--- src/rtl/adcc_pkg.sv ---
// Purpose: Shared constants and types of the converter control block
// Assumes: AHB-Lite word registers, byte addresses below
// Notes:   Register bits outside the converter scope read as zero
package adcc_pkg;

  // Register byte addresses
  localparam logic [7:0] ADCC_STATUS_ADDR   = 8'h0c;
  localparam logic [7:0] ADCC_PINSEL_ADDR   = 8'h20;
  localparam logic [7:0] ADCC_CTRL_ADDR     = 8'h24;
  localparam logic [7:0] ADCC_OFFCAL_ADDR   = 8'h28;
  localparam logic [7:0] ADCC_RES_HI_ADDR   = 8'h2c;
  localparam logic [7:0] ADCC_RES_NIB_ADDR  = 8'h30;
  localparam logic [7:0] ADCC_RES_LO_ADDR   = 8'h34;
  localparam logic [7:0] ADCC_IRQSTAT_ADDR  = 8'h38;

  // Field positions
  localparam int ADCC_RST_TYPE_BIT   = 7;
  localparam int ADCC_REF_SRC_BIT    = 7;
  localparam int ADCC_RATE_LSB       = 5;
  localparam int ADCC_RUN_BIT        = 4;
  localparam int ADCC_POWER_BIT      = 3;
  localparam int ADCC_TRIM_EN_BIT    = 7;
  localparam int ADCC_TRIM_SIGN_BIT  = 6;
  localparam int ADCC_TRIM_MAG_LSB   = 3;
  localparam int ADCC_REF_LVL_LSB    = 1;
  localparam int ADCC_INT_CHAN_BIT   = 0;
  localparam int ADCC_DONE_FLAG_BIT  = 5;
  localparam int ADCC_WAKE_EN_BIT    = 3;

  // Reset values
  localparam logic [7:0] ADCC_BYTE_RST = 8'h00;
  localparam logic [1:0] ADCC_RATE_RST = 2'h0;

  // Mux codes for the two internal channels
  localparam logic [3:0] ADCC_MUX_OPAMP   = 4'h8;
  localparam logic [3:0] ADCC_MUX_QUARTER = 4'h9;

  typedef enum logic [1:0] {
    ADCC_IDLE  = 2'b00,
    ADCC_START = 2'b01,
    ADCC_BUSY  = 2'b11
  } adcc_state_e;

  // Conversion clock division for each rate code
  function automatic logic [6:0] adcc_rate_div(input logic [1:0] rate);
    case (rate)
      2'h0:    adcc_rate_div = 7'h10;
      2'h1:    adcc_rate_div = 7'h04;
      2'h2:    adcc_rate_div = 7'h40;
      default: adcc_rate_div = 7'h01;
    endcase
  endfunction : adcc_rate_div

endpackage : adcc_pkg

--- src/rtl/adcc_clk_if.sv ---
// Purpose: Carries rate, restart and tick between control and divider
// Assumes: One clock domain
// Notes:   None
interface adcc_clk_if;
  logic [1:0] rate;
  logic       restart;
  logic       tick;
  modport ctl (output rate, output restart, input tick);
  modport div (input rate, input restart, output tick);
endinterface : adcc_clk_if

--- src/rtl/adcc_clkdiv.sv ---
// Purpose: Conversion clock divider
// Assumes: Synchronous active-high reset
// Notes:   Restart zeroes the count so the first tick is a full period later
module adcc_clkdiv
  import adcc_pkg::*;
(
  // Clock and reset
  input wire logic CLK,
  input wire logic SYS_RST,
  // Control
  adcc_clk_if.div  clk_ifc
);

  logic [6:0] cnt_q;
  logic [6:0] div;

  assign div         = adcc_rate_div(clk_ifc.rate);
  assign clk_ifc.tick = (cnt_q == div - 7'h01);

  always_ff @(posedge CLK) begin
    if (SYS_RST || clk_ifc.restart || clk_ifc.tick) begin
      cnt_q <= 7'h00;
    end else begin
      cnt_q <= cnt_q + 7'h01;
    end
  end

endmodule : adcc_clkdiv

--- src/rtl/adcc_pinmux.sv ---
// Purpose: Resolves the function of each shared pin
// Assumes: Oscillator and pulse enables come from elsewhere in the chip
// Notes:   Purely combinational
module adcc_pinmux
  import adcc_pkg::*;
(
  // Settings
  input  wire logic [7:0] pin_sel,
  input  wire logic       ref_src,
  input  wire logic       timer_src,
  input  wire logic       osc_out_use,
  input  wire logic       osc_in_use,
  input  wire logic       pulse1_en,
  input  wire logic       pulse2_en,
  // Resolved functions
  output logic [7:0]      pin_analog,
  output logic            pulse1_route,
  output logic            pulse2_route,
  output logic            ref_pin_analog,
  output logic            timer_clk_route
);

  always_comb begin
    pin_analog    = pin_sel;
    pin_analog[6] = pin_sel[6] & ~osc_out_use;
    pin_analog[5] = pin_sel[5] & ~osc_in_use;
  end

  assign pulse1_route    = pulse1_en & ~pin_sel[4];
  assign pulse2_route    = pulse2_en & ~pin_sel[1];
  assign ref_pin_analog  = ref_src;
  assign timer_clk_route = timer_src & ~ref_src;

endmodule : adcc_pinmux

--- src/rtl/adcc_top.sv ---
// Purpose: Register file, sequencing and routing of the 12-bit converter
// Assumes: Single AHB-Lite master; converter core answers with a done pulse
// Notes:   Reads take one wait state, writes none
//
// Overview of operation
// - Each pin select bit: 0 keeps digital I/O, 1 makes pin analog unless the oscillator uses that pin (bits 6, 5).
// - Select bits map to port5 bit7, bit5, port7 bit0, port6 bit7, port5 bits3-0.
// - Analog input beats pulse output, which beats digital I/O.
// - Reference source 0 uses supply, 1 uses the external reference pin.
// - External reference beats timer clock input on the shared pin.
// - Rate field divides by 16, 4, 64 or 1 for codes 00 to 11.
// - Run bit set by writing 1, cleared only by hardware, resets 0.
// - Power bit 0 holds converter powered down, 1 operates.
// - Internal select picks op-amp output or quarter supply by top bit.
// - Channel bits change only while done flag and run are both low.
// - Offset trim applies only when enabled; sign 0 negative, 1 positive.
// - Offset magnitude equals twice its code in converter steps.
// - Nonzero reference level selects 4, 3, 2 volts and powers reference.
// - On completion load result, clear run, set done flag.
// - Result appears as high byte, upper nibble and low byte.
// - Reset-type bit reads 1 after pin-change, comparator or converter wake, else 0.
// - Done flag resets 0, cleared by software, never set by software.
module adcc_top
  import adcc_pkg::*;
(
  // Clock and reset
  input  wire logic        CLK,
  input  wire logic        SYS_RST,
  // AHB-Lite slave
  input  wire logic        HSEL,
  input  wire logic [31:0] HADDR,
  input  wire logic [1:0]  HTRANS,
  input  wire logic        HWRITE,
  input  wire logic [2:0]  HSIZE,
  input  wire logic [31:0] HWDATA,
  input  wire logic        HREADY,
  output logic [31:0]      HRDATA,
  output logic             HREADYOUT,
  output logic             HRESP,
  // Converter core
  output logic             CONV_START,
  output logic             CONV_CLK_TICK,
  output logic             CONV_POWER,
  output logic [3:0]       ANALOG_MUX_SEL,
  output logic             REF_FROM_PIN,
  output logic             INT_REF_ON,
  output logic [1:0]       INT_REF_LEVEL,
  output logic [4:0]       OFFSET_STEPS,
  output logic             OFFSET_POSITIVE,
  input  wire logic        CONV_DONE,
  input  wire logic [11:0] CONV_RESULT,
  // Pin sharing
  input  wire logic        OSC_OUT_USE,
  input  wire logic        OSC_IN_USE,
  input  wire logic        PULSE1_EN,
  input  wire logic        PULSE2_EN,
  input  wire logic        TIMER_SOURCE_SEL,
  output logic [7:0]       PIN_ANALOG,
  output logic             PULSE1_ROUTE,
  output logic             PULSE2_ROUTE,
  output logic             REF_PIN_ANALOG,
  output logic             TIMER_CLK_ROUTE,
  // Sleep and wake
  input  wire logic        SLEEP_MODE,
  input  wire logic        PIN_CHANGE_WAKE,
  input  wire logic        CMP_CHANGE_WAKE,
  input  wire logic        OTHER_WAKE,
  output logic             WAKE_REQ
);

  adcc_clk_if clk_ifc ();

  adcc_state_e state_q;
  logic        ap_wr_q;
  logic        ap_rd_q;
  logic [7:0]  ap_addr_q;
  logic        rd_done_q;
  logic [31:0] hrdata_q;
  logic [7:0]  pin_sel_q;
  logic        ref_src_q;
  logic [1:0]  rate_q;
  logic        run_q;
  logic        power_q;
  logic [2:0]  chan_q;
  logic [7:0]  offcal_q;
  logic [11:0] result_q;
  logic        done_flag_q;
  logic        wake_en_q;
  logic        rst_type_q;
  logic        wake_req_q;
  logic        addr_take;
  logic        conv_accept;
  logic [7:0]  wbyte;
  logic [7:0]  rd_byte;
  logic        wr_ctrl;
  logic        wr_offcal;
  logic        wr_irq;
  logic        wake_event;

  function automatic logic is_wr(input logic [7:0] a, input logic [7:0] r,
                                 input logic wr);
    is_wr = wr && (a == r);
  endfunction : is_wr

  // Bus address phase
  assign addr_take = HSEL && HTRANS[1] && HREADY;

  always_ff @(posedge CLK) begin
    if (SYS_RST) begin
      ap_wr_q   <= 1'b0;
      ap_rd_q   <= 1'b0;
      ap_addr_q <= 8'h00;
    end else if (HREADYOUT) begin
      ap_wr_q   <= addr_take && HWRITE;
      ap_rd_q   <= addr_take && !HWRITE;
      ap_addr_q <= HADDR[7:0];
    end
  end

  // Read wait state so that read data leaves a flip-flop
  always_ff @(posedge CLK) begin
    if (SYS_RST) begin
      rd_done_q <= 1'b0;
      hrdata_q  <= 32'h0000_0000;
    end else begin
      rd_done_q <= ap_rd_q && !rd_done_q;
      if (ap_rd_q && !rd_done_q) begin
        hrdata_q <= {24'h00_0000, rd_byte};
      end
    end
  end

  assign HREADYOUT = !(ap_rd_q && !rd_done_q);
  assign HRDATA    = hrdata_q;
  assign HRESP     = 1'b0;

  assign wbyte     = HWDATA[7:0];
  assign wr_ctrl   = is_wr(ap_addr_q, ADCC_CTRL_ADDR, ap_wr_q);
  assign wr_offcal = is_wr(ap_addr_q, ADCC_OFFCAL_ADDR, ap_wr_q);
  assign wr_irq    = is_wr(ap_addr_q, ADCC_IRQSTAT_ADDR, ap_wr_q);

  always_comb begin
    case (ap_addr_q)
      ADCC_STATUS_ADDR:  rd_byte = {rst_type_q, 7'h00};
      ADCC_PINSEL_ADDR:  rd_byte = pin_sel_q;
      ADCC_CTRL_ADDR:    rd_byte = {ref_src_q, rate_q, run_q, power_q, chan_q};
      ADCC_OFFCAL_ADDR:  rd_byte = offcal_q;
      ADCC_RES_HI_ADDR:  rd_byte = result_q[11:4];
      ADCC_RES_NIB_ADDR: rd_byte = {4'h0, result_q[11:8]};
      ADCC_RES_LO_ADDR:  rd_byte = result_q[7:0];
      ADCC_IRQSTAT_ADDR: rd_byte = {2'h0, done_flag_q, 1'b0, wake_en_q, 3'h0};
      default:           rd_byte = 8'h00;
    endcase
  end

  // Plain configuration registers
  always_ff @(posedge CLK) begin
    if (SYS_RST) begin
      pin_sel_q <= ADCC_BYTE_RST;
      ref_src_q <= 1'b0;
      rate_q    <= ADCC_RATE_RST;
      power_q   <= 1'b0;
      offcal_q  <= ADCC_BYTE_RST;
      wake_en_q <= 1'b0;
    end else begin
      if (is_wr(ap_addr_q, ADCC_PINSEL_ADDR, ap_wr_q)) begin
        pin_sel_q <= wbyte;
      end
      if (wr_ctrl) begin
        ref_src_q <= wbyte[ADCC_REF_SRC_BIT];
        rate_q    <= wbyte[ADCC_RATE_LSB +: 2];
        power_q   <= wbyte[ADCC_POWER_BIT];
      end
      if (wr_offcal) begin
        offcal_q <= wbyte;
      end
      if (wr_irq) begin
        wake_en_q <= wbyte[ADCC_WAKE_EN_BIT];
      end
    end
  end

  // Channel bits frozen while a result is pending or running
  always_ff @(posedge CLK) begin
    if (SYS_RST) begin
      chan_q <= 3'h0;
    end else if (wr_ctrl && !done_flag_q && !run_q) begin
      chan_q <= wbyte[2:0];
    end
  end

  // Run bit: software sets, hardware clears; a start write wins
  always_ff @(posedge CLK) begin
    if (SYS_RST) begin
      run_q <= 1'b0;
    end else if (wr_ctrl && wbyte[ADCC_RUN_BIT]) begin
      run_q <= 1'b1;
    end else if (conv_accept) begin
      run_q <= 1'b0;
    end
  end

  // Conversion sequencer
  always_ff @(posedge CLK) begin
    if (SYS_RST) begin
      state_q <= ADCC_IDLE;
    end else begin
      case (state_q)
        ADCC_IDLE:  if (run_q) state_q <= ADCC_START;
        ADCC_START: state_q <= ADCC_BUSY;
        ADCC_BUSY:  if (CONV_DONE) state_q <= ADCC_IDLE;
        default:    state_q <= ADCC_IDLE;
      endcase
    end
  end

  assign conv_accept = (state_q == ADCC_BUSY) && CONV_DONE;
  assign CONV_START  = (state_q == ADCC_START);

  always_ff @(posedge CLK) begin
    if (SYS_RST) begin
      result_q <= 12'h000;
    end else if (conv_accept) begin
      result_q <= CONV_RESULT;
    end
  end

  // Done flag: hardware set beats software clear
  always_ff @(posedge CLK) begin
    if (SYS_RST) begin
      done_flag_q <= 1'b0;
    end else if (conv_accept) begin
      done_flag_q <= 1'b1;
    end else if (wr_irq && !wbyte[ADCC_DONE_FLAG_BIT]) begin
      done_flag_q <= 1'b0;
    end
  end

  // Wake and reset type; converter wakes only when enabled by software
  assign wake_event = SLEEP_MODE &&
                      (PIN_CHANGE_WAKE || CMP_CHANGE_WAKE || (conv_accept && wake_en_q));

  always_ff @(posedge CLK) begin
    if (SYS_RST) begin
      rst_type_q <= 1'b0;
      wake_req_q <= 1'b0;
    end else begin
      wake_req_q <= wake_event;
      if (wake_event) begin
        rst_type_q <= 1'b1;
      end else if (OTHER_WAKE) begin
        rst_type_q <= 1'b0;
      end
    end
  end

  assign WAKE_REQ = wake_req_q;

  // Conversion clock
  assign clk_ifc.rate    = rate_q;
  assign clk_ifc.restart = CONV_START;
  assign CONV_CLK_TICK   = clk_ifc.tick && power_q;

  adcc_clkdiv u_clkdiv (
    .CLK     (CLK),
    .SYS_RST (SYS_RST),
    .clk_ifc (clk_ifc)
  );

  // Converter settings
  assign CONV_POWER      = power_q;
  assign ANALOG_MUX_SEL  = !offcal_q[ADCC_INT_CHAN_BIT] ? {1'b0, chan_q} :
                           (chan_q[2] ? ADCC_MUX_QUARTER : ADCC_MUX_OPAMP);
  assign REF_FROM_PIN    = ref_src_q;
  assign INT_REF_LEVEL   = offcal_q[ADCC_REF_LVL_LSB +: 2];
  assign INT_REF_ON      = (INT_REF_LEVEL != 2'h0);
  assign OFFSET_STEPS    = offcal_q[ADCC_TRIM_EN_BIT] ?
                           {1'b0, offcal_q[ADCC_TRIM_MAG_LSB +: 3], 1'b0} : 5'h00;
  assign OFFSET_POSITIVE = offcal_q[ADCC_TRIM_EN_BIT] && offcal_q[ADCC_TRIM_SIGN_BIT];

  adcc_pinmux u_pinmux (
    .pin_sel         (pin_sel_q),
    .ref_src         (ref_src_q),
    .timer_src       (TIMER_SOURCE_SEL),
    .osc_out_use     (OSC_OUT_USE),
    .osc_in_use      (OSC_IN_USE),
    .pulse1_en       (PULSE1_EN),
    .pulse2_en       (PULSE2_EN),
    .pin_analog      (PIN_ANALOG),
    .pulse1_route    (PULSE1_ROUTE),
    .pulse2_route    (PULSE2_ROUTE),
    .ref_pin_analog  (REF_PIN_ANALOG),
    .timer_clk_route (TIMER_CLK_ROUTE)
  );
endmodule : adcc_top

--- config.mk ---
export PLATFORM = sky130hd
export DESIGN_NAME = adcc_top
export DESIGN_NICKNAME = d
export VERILOG_FILES = /design/src/rtl/adcc_pkg.sv /design/src/rtl/adcc_clk_if.sv /design/src/rtl/adcc_clkdiv.sv /design/src/rtl/adcc_pinmux.sv /design/src/rtl/adcc_top.sv
export SDC_FILE = /design/constraint.sdc
export NUM_CORES = 1
export LEC_CHECK = 0
export BUFFER_PORTS_ARGS = -buffer_cell sky130_fd_sc_hd__buf_2
export CORE_ASPECT_RATIO = 2
export CORE_MARGIN = 2
export CORE_UTILIZATION = 25
export CTS_CLUSTER_DIAMETER = 100
export CTS_CLUSTER_SIZE = 30
export DETAILED_ROUTE_END_ITERATION = 6
export GPL_ROUTABILITY_DRIVEN = 0
export HOLD_SLACK_MARGIN = 0.05
export PLACE_DENSITY = 0.48
export SETUP_SLACK_MARGIN = 0.4
export SLEW_MARGIN = 15
export SYNTH_ARGS = -nofsm -noshare
export SYNTH_HDL_FRONTEND = slang
export SYNTH_SLANG_ARGS = --single-unit
--- constraint.sdc ---
create_clock -name CLK -period 4.4 [get_ports CLK]
set_clock_uncertainty 0.1 [all_clocks]
set_input_delay 0.66 -clock CLK [delete_from_list [all_inputs] [get_ports CLK]]
set_output_delay 0.66 -clock CLK [all_outputs]
set_load 0.05 [all_outputs]
==> results.sh, run 1 <==
export IMPL_p_sw_w=0.000375
export IMPL_p_clk_frac=0.494
export IMPL_path_max_fanout=6
export IMPL_r2r_end="offcal_q[4]"
export IMPL_diodes=0
export IMPL_p_comb_frac=0.088
export IMPL_r2r_slack_ns=2.16
export IMPL_maxCapViolCount=0
export IMPL_netlist_cell_type_count=50
export IMPL_cts_path_max_buffers=2
export IMPL_max_slew_margin_rel=0.463
export IMPL_die_h_um=169
export IMPL_vias_per_cell=4.62
export IMPL_holdPathStages=2
export IMPL_antenna_found_initial=0
export IMPL_initialDrtViolationCount=97
export IMPL_final_nets=558
export IMPL_layout_common_cells="buf_2 (80), dfxtp_1 (68), nand2_1 (61), nor2_1 (37), a21oi_1 (33)"
export IMPL_cp_top_family="compound AO/OA/AOI/OAI gates"
export IMPL_min_from="HRDATA[1]"
export IMPL_slew_viol_final=0
export IMPL_worstSkewPairLatency_ns=0.33
export IMPL_path_clk_slew_ns=0.05
export IMPL_syn_instance_count=397
export IMPL_swShare=0.243
export IMPL_clock_sinks=68
export IMPL_finalHoldViolations=0
export IMPL_fin_crit_sh=0.660
export IMPL_core_area_mm2=0.0134
export IMPL_area_growth_pct=19.8
export IMPL_avgSynthCellArea_um2=8.54
export IMPL_hpwl_um=7450
export IMPL_ys_flop_type="dfxtp_1"
export IMPL_drt_total_wl_um=9350
export IMPL_rsz0062_at_grt="false"
export IMPL_worst_slack_ns=1.50
export IMPL_cp_start_kind="register"
export IMPL_cts_setup_buffers=0
export IMPL_drc=0
export IMPL_outcome="complete, no violations"
export IMPL_synth_area_mm2=0.00339
export IMPL_grt_pass1_wl_um=14400
export IMPL_power_leakage_nw=1.83
export IMPL_die_area_mm2=0.0146
export IMPL_arrival_ns=2.14
export IMPL_cp_depth=6
export IMPL_ios=160
export IMPL_max_freq_mhz=345
export IMPL_tritoncts="yes"
export IMPL_power_density_mw_per_mm2=380
export IMPL_hold_buffers=0
export IMPL_num_rows=60
export IMPL_ys_seq_area_frac=0.402
export IMPL_detail_route_wl_per_cell_um=15.1
export IMPL_start_util=0.254
export IMPL_vias=2872
export IMPL_synth_warnings=0
export IMPL_path_buf_inv=1
export IMPL_yosys_register_bits=68
export IMPL_path_class="reg -> out"
export IMPL_slowest_stage="a211oi_2"
export IMPL_drive_gt1_frac=0.245
export IMPL_detail_route_first_pass_iterations=4
export IMPL_intPower_w=0.00117
export IMPL_r2r_start="ap_addr_q[3]"
export IMPL_hold_class="reg -> reg"
export IMPL_tightest_slew_ns=0.805
export IMPL_critPathRequiredTime_ns=3.64
export IMPL_hold_end="HRDATA[1]"
export IMPL_post_cts_resized=0
export IMPL_crit_chain="nor2_1 -> nand3_1 -> o32a_1 -> a211oi_2 -> and2_1 -> buf_2"
export IMPL_track_usage=0.129
export IMPL_postSynth_asyncResetShare=0
export IMPL_grt_max_degree=33
export IMPL_layout_commonest_cell="buf_2"
export IMPL_synth_edf_count=0
export IMPL_setup_viol=0
export IMPL_reg2reg_depth=5
export IMPL_slowest_delay_ns=0.43
export IMPL_fin_crit_ns=2.90
export IMPL_max_vdd_ir_drop_uv=149
export IMPL_root_buffer="clkbuf_16"
export IMPL_setup_tns_ns=0
export IMPL_pre_cts_slack_ns=1.85
export IMPL_grt_pass1_vias=2805
export IMPL_cts_max_level=3
export IMPL_crit_path_end_kind="output port"
export IMPL_pwr_share_seq=0.418
export IMPL_numPortBuffers=80
export IMPL_numCtsBuffers=9
export IMPL_ant_nets=0
export IMPL_die_x_um=86.3
export IMPL_grt_overflow_total=0
==> worst register-to-register path, delay by kind of cell (launching register included) <==
family | cells | cell delay [ns]
and+or+nand+nor | 3 | 0.75
DFF | 1 | 0.74
buffers and inverters | 1 | 0.24
muxes | 1 | 0.29
==> sequential cells by signal, summed over array words and instances (netlist names), 2 cells and up <==
name / count
chan_q: 3
ap_addr_q: 8
clk_ifc.rate: 2
u_clkdiv.cnt_q: 7
HRDATA: 8
offcal_q: 8
result_q: 12
state_q: 2
pin_sel_q: 8
==> per-stage QoR <==
stage | cell area, µm² | instances | hold WS, ns | util | power [W]
floorplan | 3490 | 423 | 0.326 | - | 0.000776
global placement | 3740 | 605 | 0.346 | 0.280 | 0.000794
detailed placement | 3740 | 605 | 0.354 | 0.280 | 0.000795
CTS | 4060 | 621 | 0.362 | 0.304 | 0.00156
global route | 4060 | 621 | 0.384 | 0.304 | 0.00160
finish | 4060 | 621 | 0.357 | 0.304 | 0.00155
==> metal layers <==
metal	share of wire	vias to the layer above	wire length, µm	track usage
li1	-	1426	-	-
met1	0.36	1350	3390	0.129
met2	0.57	83	5340	0.248
met3	0.037	13	346	0.0171
met4	0.029	0	270	0.0673
met5	0	-	0	0
==> power by group through the flow <==
stage          logic, W  clock network [W]  registers [W]
3_5_place_dp   0.000136                  0       0.000659
2_1_floorplan  0.000127                  0       0.000649
4_1_cts        0.000136           0.000781       0.000646
6_report       0.000135           0.000764       0.000646
5_1_grt        0.000145           0.000802       0.000648
3_3_place_gp   0.000135                  0       0.000659
==> synth_stat cells, types with 5 or more instances <==
cell,number,area share
a21oi_1,33,0.049
o21ai_0,9,0.013
nand3_1,6,0.0089
clkbuf_1,11,0.012
nor2b_1,12,0.022
dfxtp_1,68,0.40
nor3b_1,5,0.011
nor3_1,8,0.012
buf_4,39,0.086
nand2_1,61,0.068
nor2_1,37,0.041
a31oi_1,6,0.011
and2_1,6,0.011
mux2i_1,32,0.095
==> worst max path at each step <==
| stage | from | end |
|---|---|---|
| CTS | u_clkdiv.cnt_q[4] | CONV_CLK_TICK |
| global placement | u_clkdiv.cnt_q[4] | CONV_CLK_TICK |
| global route | u_clkdiv.cnt_q[4] | CONV_CLK_TICK |
| detailed placement | u_clkdiv.cnt_q[4] | CONV_CLK_TICK |
| finish | u_clkdiv.cnt_q[4] | CONV_CLK_TICK |
| floorplan | u_clkdiv.cnt_q[4] | CONV_CLK_TICK |
==> layout make-up <==
type | count | area [µm²]
Fill cell | 1447 | 9300
Multi-Input combinational cell | 295 | 1750
Sequential cell | 68 | 1360
Timing Repair Buffer | 83 | 423
Clock buffer | 11 | 243
Tap cell | 155 | 194
Clock inverter | 5 | 75.1
Inverter | 4 | 15.0
==> cells by family (layout without fill, tap and decap cells) <==
logic type,count (synthesis),after routing,share of synthesized area
other,1,27,0.00111
XOR/XNOR,5,5,0.0129
adder cells (fa/ha/maj),1,1,0.00369
AO/OA/AOI/OAI,64,64,0.110
buffers and inverters,60,103,0.111
flip-flops,68,68,0.402
AND/OR/NAND/NOR,160,160,0.239
multiplexers,38,38,0.121
Power figures use the tool's default switching activity.
==> run 2: changes to the inputs <==
--- a/config.mk
+++ b/config.mk
@@ -14,7 +14,7 @@
 export DETAILED_ROUTE_END_ITERATION = 6
 export GPL_ROUTABILITY_DRIVEN = 0
 export HOLD_SLACK_MARGIN = 0.05
-export PLACE_DENSITY = 0.48
+export PLACE_DENSITY = 0.5
 export SETUP_SLACK_MARGIN = 0.4
 export SLEW_MARGIN = 15
 export SYNTH_ARGS = -nofsm -noshare
==> constraint.sdc (replaced) <==
create_clock -name CLK -period 2.5 [get_ports CLK]
set_clock_uncertainty 0.1 [all_clocks]
set_input_delay 0.375 -clock CLK [delete_from_list [all_inputs] [get_ports CLK]]
set_output_delay 0.375 -clock CLK [all_outputs]
set_load 0.05 [all_outputs]
==> run 2 against run 1 <==
Net effect: routed wire length increased by 3.7%; die area did not move; utilization up 0.75 points; power is 72% higher; largest cell class unchanged; critical endpoint unchanged; first-iteration DRC count is 38% higher.
==> results.sh, run 2 (synthesis results as in run 1) <==
export IMPL_path_clk_slew_ns=0.06
export IMPL_arrival_ns=1.83
export IMPL_power_density_mw_per_mm2=639
export IMPL_p_total_w=0.00266
export IMPL_max_slew_margin_rel=0.534
export IMPL_vias_per_cell=4.59
export IMPL_reg2reg_depth=5
export IMPL_critPathRequiredTime_ns=2.03
export IMPL_die_area_mm2=0.0146
export IMPL_grt_overflow_total=0
export IMPL_slew_viol_final=0
export IMPL_path_class="reg -> out"
export IMPL_root_buffer="clkbuf_16"
export IMPL_ios=160
export IMPL_grt_pass1_vias=2779
export IMPL_layout_commonest_cell="buf_2"
export IMPL_start_util=0.254
export IMPL_ant_nets=0
export IMPL_hpwl_um=7490
export IMPL_layout_common_cells="buf_2 (79), dfxtp_1 (64), nand2_1 (61), nor2_1 (36), a21oi_1 (33)"
export IMPL_vias=2896
export IMPL_initialDrtViolationCount=134
export IMPL_setup_tns_ns=0
export IMPL_drt_total_wl_um=9690
export IMPL_finalHoldViolations=0
export IMPL_r2r_end="HRDATA[1]"
export IMPL_antenna_found_initial=0
export IMPL_drive_gt1_frac=0.279
export IMPL_cp_start_kind="register"
export IMPL_area_growth_pct=22.8
export IMPL_max_freq_mhz=434
export IMPL_tritoncts="yes"
export IMPL_tightest_slew_ns=0.698
export IMPL_hold_class="in -> reg"
export IMPL_diodes=0
export IMPL_detail_route_wl_per_cell_um=15.4
export IMPL_hold_buffers=0
export IMPL_p_comb_frac=0.097
export IMPL_power_leakage_nw=1.87
export IMPL_core_area_mm2=0.0134
export IMPL_r2r_start="ap_addr_q[0]"
export IMPL_die_h_um=169
export IMPL_largest_register_ffs=12
export IMPL_clock_sinks=68
export IMPL_intPower_w=0.00196
export IMPL_die_x_um=86.3
export IMPL_regMostFlops="result_q"
export IMPL_maxCapViolCount=0
export IMPL_hold_end="result_q[6]"
export IMPL_fill_cells=1450
export IMPL_worstSkewPairLatency_ns=0.33
export IMPL_final_nets=568
export IMPL_fin_crit_sh=0.921
export IMPL_numPortBuffers=80
export IMPL_outcome="complete, no violations"
export IMPL_holdPathStages=3
export IMPL_fin_crit_ns=2.30
export IMPL_numCtsBuffers=9
export IMPL_cts_max_level=3
export IMPL_cts_path_max_buffers=2
export IMPL_setup_viol=0
export IMPL_grt_max_degree=36
export IMPL_min_from="CONV_RESULT[6]"
export IMPL_max_vdd_ir_drop_uv=299
export IMPL_num_rows=60
export IMPL_rsz0062_at_grt="true"
export IMPL_register_area_mm2=0.00137
export IMPL_p_clk_frac=0.480
export IMPL_detail_route_first_pass_iterations=4
export IMPL_track_usage=0.132
export IMPL_crit_path_end_kind="output port"
export IMPL_grt_pass1_wl_um=14600
export IMPL_r2r_slack_ns=0.55
export IMPL_swShare=0.263
export IMPL_pwr_share_seq=0.423
export IMPL_drc=0
export IMPL_multi_input_area_mm2=0.00177
export IMPL_p_sw_w=0.000699
export IMPL_path_max_fanout=4
-- run 2: cell count changes in the layout (fill, tap and decap cells not counted), sizes merged --
cell	before	now
buf	83	93
bufinv	2	1
clkinvlp	0	2
clkbuf	11	10
-- run 2: worst max-delay path, stage by stage, from the launching register on --
cell,delay [ns]
dfxtp_4,0.36
nor2_1,0.14
nand3_2,0.10
o32a_1,0.31
a211oi_2,0.27
and2_4,0.19
buf_8,0.14
-- run 2: layout make-up --
class                      instances  share of cell area
tap                              155              0.0466
inverter                           4             0.00361
clock inverter                     6              0.0153
multi-input combinational        295               0.425
sequential                        68               0.330
clock buffer                      10              0.0574
timing repair buffer              93               0.122
-- run 2: power groups by stage --
stage / logic, W / registers, W / clock network [W]
finish: 0.000258 / 0.00113 / 0.00128
CTS: 0.000259 / 0.00113 / 0.00131
global placement: 0.000256 / 0.00115 / 0
global route: 0.000276 / 0.00113 / 0.00135
detailed placement: 0.000258 / 0.00115 / 0
floorplan: 0.000223 / 0.00114 / 0
-- run 2: timing repair --
action	4_1_cts	5_1_grt
setup buffers	1	2
endpoints found under the setup margin	1	9
resized for setup	12	4
pin swaps	4	4
-- run 2: per-layer routing --
metal | vias up | track usage | share of wire
met5 | - | 0 | 0
met3 | 17 | 0.0244 | 0.034
met1 | 1345 | 0.133 | 0.36
li1 | 1441 | - | -
met2 | 93 | 0.249 | 0.58
met4 | 0 | 0.0707 | 0.027
-- run 2: worst max-delay path by stage --
stage / cells after the start / to / slack, ns / start
floorplan: 5 / CONV_CLK_TICK / 0.47 / u_clkdiv.cnt_q[4]
global route: 6 / CONV_CLK_TICK / 0.12 / u_clkdiv.cnt_q[2]
CTS: 6 / CONV_CLK_TICK / 0.22 / u_clkdiv.cnt_q[5]
finish: 6 / CONV_CLK_TICK / 0.20 / u_clkdiv.cnt_q[2]
global placement: 6 / CONV_CLK_TICK / 0.42 / u_clkdiv.cnt_q[4]
detailed placement: 6 / CONV_CLK_TICK / 0.40 / u_clkdiv.cnt_q[2]
-- run 2: through the flow --
| stage | std cells | utilization | hold WS [ns] | setup WS [ns] | area, µm² |
|---|---|---|---|---|---|
| floorplan | 423 | - | 0.326 | 0.472 | 3490 |
| global placement | 612 | 0.284 | 0.343 | 0.421 | 3800 |
| detailed placement | 612 | 0.284 | 0.352 | 0.403 | 3800 |
| CTS | 629 | 0.309 | 0.177 | 0.217 | 4130 |
| global route | 631 | 0.311 | 0.187 | 0.123 | 4160 |
| finish | 631 | 0.311 | 0.185 | 0.196 | 4160 |
